[src/design/iopsc_pkg.sv]
// Package: register map, field layout, reset values and types of the point conditioner
package iopsc_pkg;
  // ----------------------------------------
  // Register offsets (byte addresses)
  // ----------------------------------------
  localparam logic [7:0] OFS_CTRL = 8'h00;
  localparam logic [7:0] OFS_DEBOUNCE = 8'h04;
  localparam logic [7:0] OFS_INTERVAL = 8'h08;
  localparam logic [7:0] OFS_THRESH = 8'h0c;
  localparam logic [7:0] OFS_HYST = 8'h10;
  localparam logic [7:0] OFS_PULSE = 8'h14;
  localparam logic [7:0] OFS_OUT = 8'h18;
  localparam logic [7:0] OFS_STATUS = 8'h1c;
  localparam logic [7:0] OFS_VALUE = 8'h20;
  localparam logic [7:0] OFS_COUNT = 8'h24;
  // ----------------------------------------
  // Field positions
  // ----------------------------------------
  localparam int CTRL_EN_BIT = 0;
  localparam int CTRL_ANALOG_BIT = 1;
  localparam int CTRL_INV_BIT = 2;
  localparam int CTRL_UNITS_LSB = 4;
  localparam int DEB_LOW_LSB = 8;
  // ----------------------------------------
  // Units codes
  // ----------------------------------------
  localparam logic [3:0] U_RAW = 4'h0;
  localparam logic [3:0] U_MA4 = 4'h1;
  localparam logic [3:0] U_MA0 = 4'h2;
  localparam logic [3:0] U_DISC = 4'h3;
  localparam logic [3:0] U_VOLT = 4'h4;
  localparam logic [3:0] U_HC = 4'h6;
  localparam logic [3:0] U_HF = 4'h7;
  localparam logic [3:0] U_LC = 4'h8;
  localparam logic [3:0] U_LF = 4'h9;
  localparam logic [3:0] U_CNT32 = 4'ha;
  localparam logic [3:0] U_CNT16 = 4'hb;
  // ----------------------------------------
  // Reset values and scaling constants
  // ----------------------------------------
  localparam logic [3:0] UNITS_RST = U_DISC;
  localparam logic [7:0] DEB_CNT_RST = 8'h00;
  localparam logic [15:0] INTERVAL_RST = 16'h0000;
  localparam logic [15:0] PULSE_RST = 16'h0000;
  localparam logic [15:0] THRESH_RST = 16'h0000;
  localparam logic [15:0] HYST_RST = 16'h0000;
  localparam logic [16:0] MA4_OFFSET = 17'h0_3333;
  localparam logic [19:0] F_OFFSET_X20 = 20'h00280;
  localparam logic [31:0] RD_ZERO = 32'h0000_0000;

  typedef struct packed {
    logic enable;
    logic analog;
    logic invert;
    logic [3:0] units;
    logic [7:0] high_cnt;
    logic [7:0] low_cnt;
    logic [15:0] interval;
    logic [15:0] thresh;
    logic [15:0] hyst;
    logic [15:0] pulse_sec;
  } iopsc_cfg_t;

  typedef enum logic [1:0] {
    PULSE_IDLE = 2'b00,
    PULSE_HOLD = 2'b01
  } iopsc_pulse_t;
endpackage : iopsc_pkg

[src/design/iopsc_top.sv]
// Module: single I/O point conditioner with APB register access
//
// The APB interface to the registers and the register offsets were left to the implementer.
`timescale 1ns/1ps
// Overview of operation
// - Input goes active after N high samples
// - Input goes low after M low samples
// - Both counts zero: sample passes straight
// - Debounce counts are 8-bit, 0 to 255
// - Sample once every configured interval plus one sample ticks
// - Output holds one for set seconds
// - Pulse width zero leaves written level
// - Analog state ON at threshold
// - OFF below threshold minus hysteresis
// - Compare in units of stored value
// - Signed words are 16-bit two's complement
// - Unsigned words span zero to 65535
// - Code 0 passes raw converter word
// - Code 1 maps 4-20 mA to full word
// - Code 2 maps 0-20 mA to full word
// - Code 3 gives plain ON/OFF value
// - Code 4 maps 0-10 V to full word
// - Codes 6, 7 store temperature times 20
// - Codes 8, 9 store temperature times 2
// - Code 10 counts events in 32 bits
// - Code 11 counts events in 16 bits
module iopsc_top
  import iopsc_pkg::*;
(
  // Clock and reset
  input wire logic i_sys_clk,
  input wire logic i_sys_rst,
  // APB slave
  input wire logic i_psel,
  input wire logic i_penable,
  input wire logic i_pwrite,
  input wire logic [7:0] i_paddr,
  input wire logic [31:0] i_pwdata,
  output logic [31:0] o_prdata,
  output logic o_pready,
  output logic o_pslverr,
  // Time bases
  input wire logic i_sample_tick,
  input wire logic i_sec_tick,
  // Field side
  input wire logic i_din,
  input wire logic [15:0] i_adc_data,
  output logic o_sample,
  output logic o_state,
  output logic [15:0] o_value,
  output logic o_dout
);

  // ----------------------------------------
  // Decoding helpers for the write path, units encoding and compare
  // ----------------------------------------
  function automatic logic units_valid(input logic [3:0] u);
    units_valid = (u <= U_CNT16) && (u != 4'h5);
  endfunction : units_valid

  function automatic logic units_signed(input logic [3:0] u);
    units_signed = (u >= U_HC) && (u <= U_LF);
  endfunction : units_signed

  function automatic logic [15:0] sat_s16(input logic signed [23:0] v);
    if (v > 24'sh007fff) begin
      sat_s16 = 16'h7fff;
    end else if (v < -24'sh008000) begin
      sat_s16 = 16'h8000;
    end else begin
      sat_s16 = v[15:0];
    end
  endfunction : sat_s16

  iopsc_cfg_t cfg_q;
  logic acc;
  logic wr_en;
  logic [15:0] ivl_cnt_q;
  logic samp_q;
  logic din_q;
  logic deb_state_q;
  logic [7:0] run_q;
  logic ana_on_q;
  logic [31:0] count_q;
  logic [15:0] value_q;
  logic [15:0] value_d;
  logic out_lvl_q;
  logic [15:0] pulse_cnt_q;
  iopsc_pulse_t pulse_q;
  logic [31:0] rdata_d;
  logic addr_ok;

  assign acc = i_psel && i_penable && !o_pready;
  assign wr_en = acc && i_pwrite;

  // ----------------------------------------
  // Configuration registers
  // ----------------------------------------
  always_ff @(posedge i_sys_clk or posedge i_sys_rst) begin
    if (i_sys_rst) begin
      cfg_q.enable <= 1'b0;
      cfg_q.analog <= 1'b0;
      cfg_q.invert <= 1'b0;
      cfg_q.units <= UNITS_RST;
      cfg_q.high_cnt <= DEB_CNT_RST;
      cfg_q.low_cnt <= DEB_CNT_RST;
      cfg_q.interval <= INTERVAL_RST;
      cfg_q.thresh <= THRESH_RST;
      cfg_q.hyst <= HYST_RST;
      cfg_q.pulse_sec <= PULSE_RST;
    end else if (wr_en) begin
      unique case (i_paddr)
        OFS_CTRL: begin
          cfg_q.enable <= i_pwdata[CTRL_EN_BIT];
          cfg_q.analog <= i_pwdata[CTRL_ANALOG_BIT];
          cfg_q.invert <= i_pwdata[CTRL_INV_BIT];
          if (units_valid(i_pwdata[CTRL_UNITS_LSB +: 4])) begin
            cfg_q.units <= i_pwdata[CTRL_UNITS_LSB +: 4];
          end
        end
        OFS_DEBOUNCE: begin
          cfg_q.high_cnt <= i_pwdata[7:0];
          cfg_q.low_cnt <= i_pwdata[DEB_LOW_LSB +: 8];
        end
        OFS_INTERVAL: cfg_q.interval <= i_pwdata[15:0];
        OFS_THRESH: cfg_q.thresh <= i_pwdata[15:0];
        OFS_HYST: cfg_q.hyst <= i_pwdata[15:0];
        OFS_PULSE: cfg_q.pulse_sec <= i_pwdata[15:0];
        default: begin
        end
      endcase
    end
  end

  // ----------------------------------------
  // Sample interval timer
  // ----------------------------------------
  always_ff @(posedge i_sys_clk or posedge i_sys_rst) begin
    if (i_sys_rst) begin
      ivl_cnt_q <= 16'h0000;
      samp_q <= 1'b0;
    end else begin
      samp_q <= 1'b0;
      if (!cfg_q.enable) begin
        ivl_cnt_q <= 16'h0000;
      end else if (i_sample_tick) begin
        if (ivl_cnt_q >= cfg_q.interval) begin
          ivl_cnt_q <= 16'h0000;
          samp_q <= 1'b1;
        end else begin
          ivl_cnt_q <= ivl_cnt_q + 16'h0001;
        end
      end
    end
  end

  // ----------------------------------------
  // Discrete debounce
  // ----------------------------------------
  always_ff @(posedge i_sys_clk or posedge i_sys_rst) begin
    if (i_sys_rst) begin
      din_q <= 1'b0;
      deb_state_q <= 1'b0;
      run_q <= 8'h00;
    end else begin
      din_q <= i_din ^ cfg_q.invert;
      if (samp_q && !cfg_q.analog) begin
        if (cfg_q.high_cnt == 8'h00 && cfg_q.low_cnt == 8'h00) begin
          deb_state_q <= din_q;
          run_q <= 8'h00;
        end else if (din_q == deb_state_q) begin
          run_q <= 8'h00;
        end else if (din_q && (run_q + 8'h01 >= cfg_q.high_cnt)) begin
          deb_state_q <= 1'b1;
          run_q <= 8'h00;
        end else if (!din_q && (run_q + 8'h01 >= cfg_q.low_cnt)) begin
          deb_state_q <= 1'b0;
          run_q <= 8'h00;
        end else begin
          run_q <= run_q + 8'h01;
        end
      end
    end
  end

  // ----------------------------------------
  // Event counter, counts rising edges while enabled in units codes 10 and 11
  // ----------------------------------------
  always_ff @(posedge i_sys_clk or posedge i_sys_rst) begin
    if (i_sys_rst) begin
      count_q <= 32'h0000_0000;
    end else if (wr_en && i_paddr == OFS_COUNT) begin
      count_q <= i_pwdata;
    end else if (cfg_q.enable && (i_din ^ cfg_q.invert) && !din_q) begin
      if (cfg_q.units == U_CNT16) begin
        count_q <= {16'h0000, count_q[15:0] + 16'h0001};
      end else if (cfg_q.units == U_CNT32) begin
        count_q <= count_q + 32'h0000_0001;
      end
    end
  end

  // ----------------------------------------
  // Units encoding of the converter word
  // ----------------------------------------
  logic [16:0] ma_diff;
  logic [18:0] ma_scaled;
  logic signed [23:0] tf_x20;
  logic signed [23:0] tc_x20;

  always_comb begin
    tc_x20 = 24'(signed'(i_adc_data));
    tf_x20 = 24'((tc_x20 * 24'sd9) / 24'sd5) + signed'({4'h0, F_OFFSET_X20});
    ma_diff = {1'b0, i_adc_data} - MA4_OFFSET;
    ma_scaled = 19'(({2'b00, ma_diff} * 19'd5) >> 2);
    value_d = value_q;
    unique case (cfg_q.units)
      U_RAW: value_d = i_adc_data;
      U_MA4: begin
        if (ma_diff[16]) begin
          value_d = 16'h0000;
        end else if (ma_scaled > 19'h0_ffff) begin
          value_d = 16'hffff;
        end else begin
          value_d = ma_scaled[15:0];
        end
      end
      U_MA0: value_d = i_adc_data;
      U_VOLT: value_d = i_adc_data;
      U_DISC: value_d = {15'h0000, deb_state_q};
      U_HC: value_d = sat_s16(tc_x20);
      U_HF: value_d = sat_s16(tf_x20);
      U_LC: value_d = sat_s16(tc_x20 / 24'sd10);
      U_LF: value_d = sat_s16(tf_x20 / 24'sd10);
      U_CNT32: value_d = count_q[15:0];
      U_CNT16: value_d = count_q[15:0];
      default: value_d = value_q;
    endcase
  end

  always_ff @(posedge i_sys_clk or posedge i_sys_rst) begin
    if (i_sys_rst) begin
      value_q <= 16'h0000;
    // Counter and ON/OFF words track their source every cycle
    end else if (cfg_q.units == U_CNT32 || cfg_q.units == U_CNT16 || cfg_q.units == U_DISC) begin
      value_q <= value_d;
    end else if (samp_q) begin
      value_q <= value_d;
    end
  end

  // ----------------------------------------
  // Threshold and hysteresis on stored value
  // ----------------------------------------
  logic signed [17:0] val_x;
  logic signed [17:0] thr_x;
  logic signed [17:0] off_x;

  // Judge the word being stored now, not the previous sample
  always_comb begin
    if (units_signed(cfg_q.units)) begin
      val_x = 18'(signed'(value_d));
      thr_x = 18'(signed'(cfg_q.thresh));
    end else begin
      val_x = signed'({2'b00, value_d});
      thr_x = signed'({2'b00, cfg_q.thresh});
    end
    off_x = thr_x - signed'({2'b00, cfg_q.hyst});
  end

  always_ff @(posedge i_sys_clk or posedge i_sys_rst) begin
    if (i_sys_rst) begin
      ana_on_q <= 1'b0;
    end else if (samp_q && cfg_q.analog) begin
      if (val_x >= thr_x) begin
        ana_on_q <= 1'b1;
      end else if (val_x < off_x) begin
        ana_on_q <= 1'b0;
      end
    end
  end

  // ----------------------------------------
  // Discrete output with pulse stretch
  // ----------------------------------------
  always_ff @(posedge i_sys_clk or posedge i_sys_rst) begin
    if (i_sys_rst) begin
      out_lvl_q <= 1'b0;
      pulse_cnt_q <= 16'h0000;
      pulse_q <= PULSE_IDLE;
    end else if (wr_en && i_paddr == OFS_OUT) begin
      out_lvl_q <= i_pwdata[0];
      pulse_cnt_q <= cfg_q.pulse_sec;
      if (i_pwdata[0] && cfg_q.pulse_sec != 16'h0000) begin
        pulse_q <= PULSE_HOLD;
      end else begin
        pulse_q <= PULSE_IDLE;
      end
    end else begin
      unique case (pulse_q)
        PULSE_IDLE: begin
        end
        PULSE_HOLD: begin
          if (i_sec_tick) begin
            if (pulse_cnt_q <= 16'h0001) begin
              out_lvl_q <= 1'b0;
              pulse_cnt_q <= 16'h0000;
              pulse_q <= PULSE_IDLE;
            end else begin
              pulse_cnt_q <= pulse_cnt_q - 16'h0001;
            end
          end
        end
        default: pulse_q <= PULSE_IDLE;
      endcase
    end
  end

  // ----------------------------------------
  // Field outputs
  // ----------------------------------------
  always_ff @(posedge i_sys_clk or posedge i_sys_rst) begin
    if (i_sys_rst) begin
      o_sample <= 1'b0;
      o_state <= 1'b0;
      o_value <= 16'h0000;
      o_dout <= 1'b0;
    end else begin
      o_sample <= samp_q;
      o_state <= cfg_q.analog ? ana_on_q : deb_state_q;
      o_value <= value_q;
      o_dout <= out_lvl_q ^ cfg_q.invert;
    end
  end

  // ----------------------------------------
  // APB read path, one wait state
  // ----------------------------------------
  always_comb begin
    rdata_d = RD_ZERO;
    addr_ok = 1'b1;
    unique case (i_paddr)
      OFS_CTRL: begin
        rdata_d[CTRL_EN_BIT] = cfg_q.enable;
        rdata_d[CTRL_ANALOG_BIT] = cfg_q.analog;
        rdata_d[CTRL_INV_BIT] = cfg_q.invert;
        rdata_d[CTRL_UNITS_LSB +: 4] = cfg_q.units;
      end
      OFS_DEBOUNCE: rdata_d[15:0] = {cfg_q.low_cnt, cfg_q.high_cnt};
      OFS_INTERVAL: rdata_d[15:0] = cfg_q.interval;
      OFS_THRESH: rdata_d[15:0] = cfg_q.thresh;
      OFS_HYST: rdata_d[15:0] = cfg_q.hyst;
      OFS_PULSE: rdata_d[15:0] = cfg_q.pulse_sec;
      OFS_OUT: rdata_d[0] = out_lvl_q;
      OFS_STATUS: rdata_d[2:0] = {out_lvl_q, ana_on_q, deb_state_q};
      OFS_VALUE: rdata_d[15:0] = value_q;
      OFS_COUNT: rdata_d = count_q;
      default: addr_ok = 1'b0;
    endcase
  end

  always_ff @(posedge i_sys_clk or posedge i_sys_rst) begin
    if (i_sys_rst) begin
      o_pready <= 1'b0;
      o_prdata <= RD_ZERO;
      o_pslverr <= 1'b0;
    end else begin
      o_pready <= acc;
      o_pslverr <= acc && !addr_ok;
      if (acc && !i_pwrite) begin
        o_prdata <= rdata_d;
      end
    end
  end

endmodule : iopsc_top

[config.mk]
export PLATFORM = sky130hd
export DESIGN_NAME = iopsc_top
export DESIGN_NICKNAME = d
export VERILOG_FILES = /design/src/design/iopsc_pkg.sv /design/src/design/iopsc_top.sv
export SDC_FILE = /design/constraint.sdc
export NUM_CORES = 1
export LEC_CHECK = 0
export BUFFER_PORTS_ARGS = -buffer_cell sky130_fd_sc_hd__buf_2
export CAP_MARGIN = 20
export CORE_ASPECT_RATIO = 1.4
export CORE_UTILIZATION = 42
export CTS_CLUSTER_DIAMETER = 150
export DETAILED_ROUTE_END_ITERATION = 8
export PLACE_DENSITY = 0.62
export SYNTH_ARGS = -nofsm -noshare
export SYNTH_HDL_FRONTEND = slang
export SYNTH_SLANG_ARGS = --single-unit
[constraint.sdc]
create_clock -name i_sys_clk -period 18.95 [get_ports i_sys_clk]
set_input_delay 5.685 -clock i_sys_clk [delete_from_list [all_inputs] [get_ports i_sys_clk]]
set_output_delay 5.685 -clock i_sys_clk [all_outputs]
set_load 0.02 [all_outputs]
# After elaboration in Yosys (flattened, before gate mapping)
# Index checks and enable logic that the tools add are counted.
# word_totals
in_bits	64
register_bits	235
elab_cells	198
output_inout_bits	53
# op_classes
bitwise	2
order_cmp	18
div	3
n_addsub	8
n_mul	2
muxes	56
eq_ne	27
reduce_logical	54
# ops
cell	count
two-way mux 16 bit	20
two-way mux 32 bit	4
one-hot mux 16 bit (8 select lines)	1
greater-than comparator 24 x 16 -> 1 bit (second input constant)	3
less-than comparator 24 x 16 -> 1 bit (second input constant)	3
one-hot mux 8 bit (7 select lines)	1
divider 24 x 5 -> 24 bit (second input constant)	2
two-way mux 18 bit	2
adder 16 x 1 -> 16 bit (second input constant)	2
adder 32 x 1 -> 32 bit (second input constant)	1
equality test 8 x 5 -> 1 bit (second input constant)	4
two-way mux 8 bit	4
one-hot mux 4 bit (8 select lines)	1
adder 24 x 11 -> 24 bit (second input constant)	1
divider 24 x 4 -> 24 bit (second input constant)	1
logical NOT 8 bit	3
multiplier 16 x 5 -> 21 bit (second input constant)	1
multiplier 17 x 3 -> 19 bit (second input constant)	1
greater-or-equal comparator 18 bit	1
less-than comparator 18 bit	1
one-hot mux 2 bit (9 select lines)	1
AND reduction 2 bit	9
subtractor 18 x 17 -> 18 bit	1
greater-than comparator 17 x 16 -> 1 bit (second input constant)	1
40 further kinds	101

# Longest topological paths before layout
# logic_depth
word_depth	12
ltp_mapped	109
ltp_nobuf	96

# Worst setup path before layout
# No wires, ideal clock.
# synth_timing
kind	input to register
from	input port i_adc_data[1]
to	register ana_on_q
path_stages	100
required_time_ns	18.813
arrival_ns	24.958
setup_ns	0.137
path_buffers	7
slack_ns	-6.145
path_cell_list	ha_1 ha_1 inv_1 fa_1 nor2b_1 o31ai_2 a21oi_1 or4b_1 a21o_1 a2111oi_4 mux2_2 or3_1 mux2i_1 a21oi_1 o21ai_0 o221ai_2 nand2_1 buf_2 [64 not listed] a21oi_1 nor2b_1 o21ai_0 nand2b_1 a21oi_1 nor2b_1 o21ai_0 nand2b_1 a21oi_1 nor2b_1 o21ai_0 nand2b_1 a21oi_1 nor2b_1 o21ai_0 nand3_1 o21ai_0 o22ai_1
# synth_via
elab_chain_cells	12
word_cells_on_any_way	33
classes_between	add/sub (2); mul (2); div (3); order compare (11); mux (13); reduce/logical (2)
# synth_lines
item	line	text
from (decl)	iopsc_top.sv:47	input wire logic [15:0] i_adc_data,
multiplier 16 x 5 -> 21 bit	iopsc_top.sv:213	tf_x20 = 24'((tc_x20 * 24'sd9) / 24'sd5) + signed'({4'h0, F_OFFSET_X20});
divider 24 x 4 -> 24 bit	iopsc_top.sv:213	
adder 24 x 11 -> 24 bit	iopsc_top.sv:213	
divider 24 x 5 -> 24 bit	iopsc_top.sv:234	U_LF: value_d = sat_s16(tf_x20 / 24'sd10);
less-than comparator 24 x 16 -> 1 bit	iopsc_top.sv:68	end else if (v < -24'sh008000) begin
two-way mux 16 bit	iopsc_top.sv:68	
two-way mux 16 bit	iopsc_top.sv:66	if (v > 24'sh007fff) begin
one-hot mux 16 bit (8 select lines) *	iopsc_top.sv:217	unique case (cfg_q.units)
two-way mux 18 bit *	iopsc_top.sv:261	if (units_signed(cfg_q.units)) begin
named net val_x[1]	iopsc_top.sv:255	logic signed [17:0] val_x;
greater-or-equal comparator 18 bit or less-than comparator 18 bit (tied branches)	iopsc_top.sv:275, iopsc_top.sv:277	
nonzero test 2 bit (no source line)	--	
AND reduction 2 bit (no source line)	--	
to (signal assigned)	iopsc_top.sv:273	ana_on_q <= 1'b0;
to (signal assigned)	iopsc_top.sv:276	ana_on_q <= 1'b1;
to (signal assigned)	iopsc_top.sv:278	ana_on_q <= 1'b0;
to (decl)	iopsc_top.sv:83	logic ana_on_q;
# The timed path passes the listed nets; every way through them passes the cells marked *.
# A chain may end at the register's enable or synchronous reset.

# Worst setup path in the final report
# Same ends and word-level chain as after synthesis.

==> impl_metrics.py <==
metrics = {
    "final_layout": {
        "utilization_pct": 60.3,
        "drive_gt1_share_pct": 35.6,
        "postLayoutCellArea_mm2": 0.0367,
        "final_cell_mix": "buf_4, nand2_1, o21ai_0, nor2_1, dfrtp_1",
        "final_cells": 4968,
        "area_growth_pct": 41.9,
        "nNetsFinal": 4362,
        "final_common_cell": "buf_4",
    },
    "worst_setup_path": {
        "cpPeakStageDelay_ns": 0.53,
        "critical_path_class": "in2reg",
        "cp_common_cell": "buf_4",
        "crit_arrival_ns": 24.21,
        "critPathMaxFanout": 8,
        "cp-start-kind": "input port",
        "crit_path_top_delay_cell": "or4_4",
        "cp-end-kind": "register",
        "cp.required_ns": 19.36,
    },
    "routing": {
        "drc": 0,
        "vias": 29471,
        "first_pass_iters": 6,
        "final_antenna_net_count": 0,
        "vias_per_cell": 5.93,
        "drt_iter0_drc": 1894,
        "wl_per_cell_um": 19.9,
        "wirelength_mm": 98.8,
    },
    "die": {
        "die_x_um": 212,
        "initial_utilization_pct": 42.5,
        "core_area_mm2": 0.0609,
        "die_area_mm2": 0.0627,
        "die_y_um": 296,
        "io_pins": 117,
        "core.rowCount": 107,
    },
    "timing": {
        "finalSetupViolCount": 17,
        "rsz0062_at_grt": "yes",
        "finalSetupTns_ns": -52.75,
        "fin_crit_ns": 23.80,
        "fin_skew_ns": 0.0169,
        "fin_ws_ns": -4.85,
        "fmax_mhz": 42.0,
        "max_slew_margin_pct": 24.4,
        "finalCritPeriodShare_pct": 126,
        "final_max_slew_viol_count": 0,
        "hold_viol_final": 0,
        "worst_pin_slew_ns": 1.12,
    },
    "job": {
        "drv_cap": 0,
    },
    "synth": {
        "async_flop_share_pct": 100,
        "synth_top_family_by_area": "compound AO/OA/AOI/OAI gates",
        "synth_xor_area_share_pct": 7.49,
        "muxShareOfSynthArea_pct": 5.37,
        "ys_seq_area_share_pct": 22.6,
        "synth_edf_count": 0,
        "synth_area_mm2": 0.0259,
        "syn_inst": 3314,
        "ys_warn_count": 0,
        "synth_adder_area_share_pct": 8.41,
        "synth_cell_type_count": 124,
        "syn_nets": 3542,
        "synth-compound-area-share_pct": 28.4,
        "ys.flop_type": "dfrtp_1",
        "syn_area_per_cell_um2": 7.81,
        "synth_seq_cells": 234,
        "yosys.area_share.simple_pct": 23.0,
    },
    "grt": {
        "antenna_found_initial": 0,
        "grt_pass1_vias": 28933,
        "grt_pass1_wl_mm": 154,
        "grt_usage_pct": 30.8,
        "grt-ovfl-total": 0,
        "grt_start_max_net_pins": 106,
    },
    "hold_path": {
        "hold_path_class": "reg2reg",
    },
    "outcome": {
        "violations": "negative setup slack",
        "status": "finished with violations",
    },
    "placed_design": {
        "dpl-instance-area_mm2": 0.0330,
        "io_buffers": 116,
        "dp_hpwl_mm": 75.2,
        "gp_congestion": 0.975,
        "place_inst": 4805,
    },
    "clocking": {
        "numCtsBuffers": 23,
        "cts_root_buf": "clkbuf_16",
        "clkTransAtPathRegs_ns": 0.07,
        "cts_hold_buf": 0,
        "clk_latency_ns": 0.54,
        "clk_path_buf_depth": 3,
        "cts_tree": "done",
        "htree_levels": 1,
        "clkSinkCount": 234,
    },
}
==> cell usage after synthesis (43+ instances only) <==
| master | n | area, um^2 |
|---|---|---|
| xor2_1 | 86 | 753 |
| mux2_2 | 93 | 1050 |
| dfrtp_1 | 232 | 5810 |
| nor2_1 | 251 | 942 |
| and3_1 | 53 | 332 |
| clkbuf_1 | 126 | 473 |
| nand2_1 | 336 | 1260 |
| o21ai_0 | 274 | 1370 |
| nand2b_1 | 62 | 388 |
| inv_1 | 148 | 556 |
| a21oi_1 | 197 | 986 |
| ha_1 | 161 | 2010 |
| nand3_1 | 121 | 606 |
| nand4_1 | 61 | 382 |
| a211oi_1 | 43 | 323 |
| xnor2_1 | 128 | 1120 |
| nor4_1 | 50 | 313 |
| nor3_1 | 81 | 405 |
==> area by class of cell <==
type                       count  area, um^2
fill                        5408       24200
multi-input combinational   2766       21300
timing repair buffer         959        7170
sequential                   234        5860
tap                          817        1020
clock buffer                  24         579
inverter                     150         573
clock inverter                17         262
antenna                        1        2.50
==> sequential cells by signal, summed over array words and instances, names as in the netlist <==
| register | cells |
|---|---|
| din_q | 1 |
| o_sample | 1 |
| pulse_q | 1 |
| pulse_cnt_q | 16 |
| count_q | 32 |
| deb_state_q | 1 |
| samp_q | 1 |
| o_pslverr | 1 |
| o_state | 1 |
| ana_on_q | 1 |
| value_q | 16 |
| ivl_cnt_q | 16 |
| cfg_q | 87 |
| o_prdata | 32 |
| o_pready | 1 |
| out_lvl_q | 1 |
| o_value | 16 |
| o_dout | 1 |
| run_q | 8 |
==> metal layers <==
metal / vias up / track usage (%) / share of wire [%] / wire, um
li1: 14046 / - / - / -
met1: 14173 / 34.3 / 38 / 38000
met2: 922 / 55.7 / 50 / 49800
met3: 330 / 2.85 / 4.1 / 4090
met4: 0 / 19.8 / 7.0 / 6900
met5: - / 0 / 0 / 0
==> critical path: cells and delay by family <==
| family | cells | cell delay (ns) |
|---|---|---|
| and+or+nand+nor | 25 | 4.72 |
| adders and majority gates | 7 | 1.71 |
| xor gates and xnor gates | 2 | 0.30 |
| buffers and inverters | 28 | 4.03 |
| AOI/OAI and AO/OA | 39 | 7.73 |
==> worst paths after layout <==
check | start | end | slack, ns | depth (start not counted)
setup / recovery | i_adc_data[1] | ana_on_q$_DFFE_PP0P_ | -4.85 | 101
hold / removal | o_prdata[16]$_DFFE_PP0P_ | o_prdata[16]$_DFFE_PP0P_ | 0.47 | 2
setup reg to reg | cfg_q[32]$_DFFE_PP0P_ | ana_on_q$_DFFE_PP0P_ | 13.52 | 29
hold reg to reg | o_prdata[16]$_DFFE_PP0P_ | o_prdata[16]$_DFFE_PP0P_ | 0.47 | 2
max in group asynchronous | i_sys_rst | cfg_q[12]$_DFFE_PP0P_ | 12.27 | 3
min in group asynchronous | i_sys_rst | cfg_q[48]$_DFFE_PP0P_ | 5.29 | 2
==> through the flow <==
stage / worst slack, ns / hold slack [ns]
floorplan: -4.70 / 0.380
global placement: -5.65 / 0.446
detailed placement: -5.91 / 0.451
CTS: -4.42 / 0.464
global route: -5.83 / 0.488
finish: -4.85 / 0.465
==> cell families after synthesis <==
group / after synthesis
AND/OR/NAND/NOR: 1196
adder cells (fa/ha/maj): 174
buffers and inverters: 314
XOR/XNOR: 218
flip-flops: 234
multiplexers: 125
AO/OA/AOI/OAI: 1053
==> timing repair <==
| action | in CTS | in global routing |
|---|---|---|
| pin swaps | 67 | 86 |
| cloned | 0 | 1 |
| buffers inserted | 60 | 63 |
| endpoints found under the setup margin | 17 | 17 |
| resized for setup | 200 | 157 |
Power is left out: the tool's default activity adds up to more than one toggle a clock period on the data nets, which glitch-free logic cannot reach.
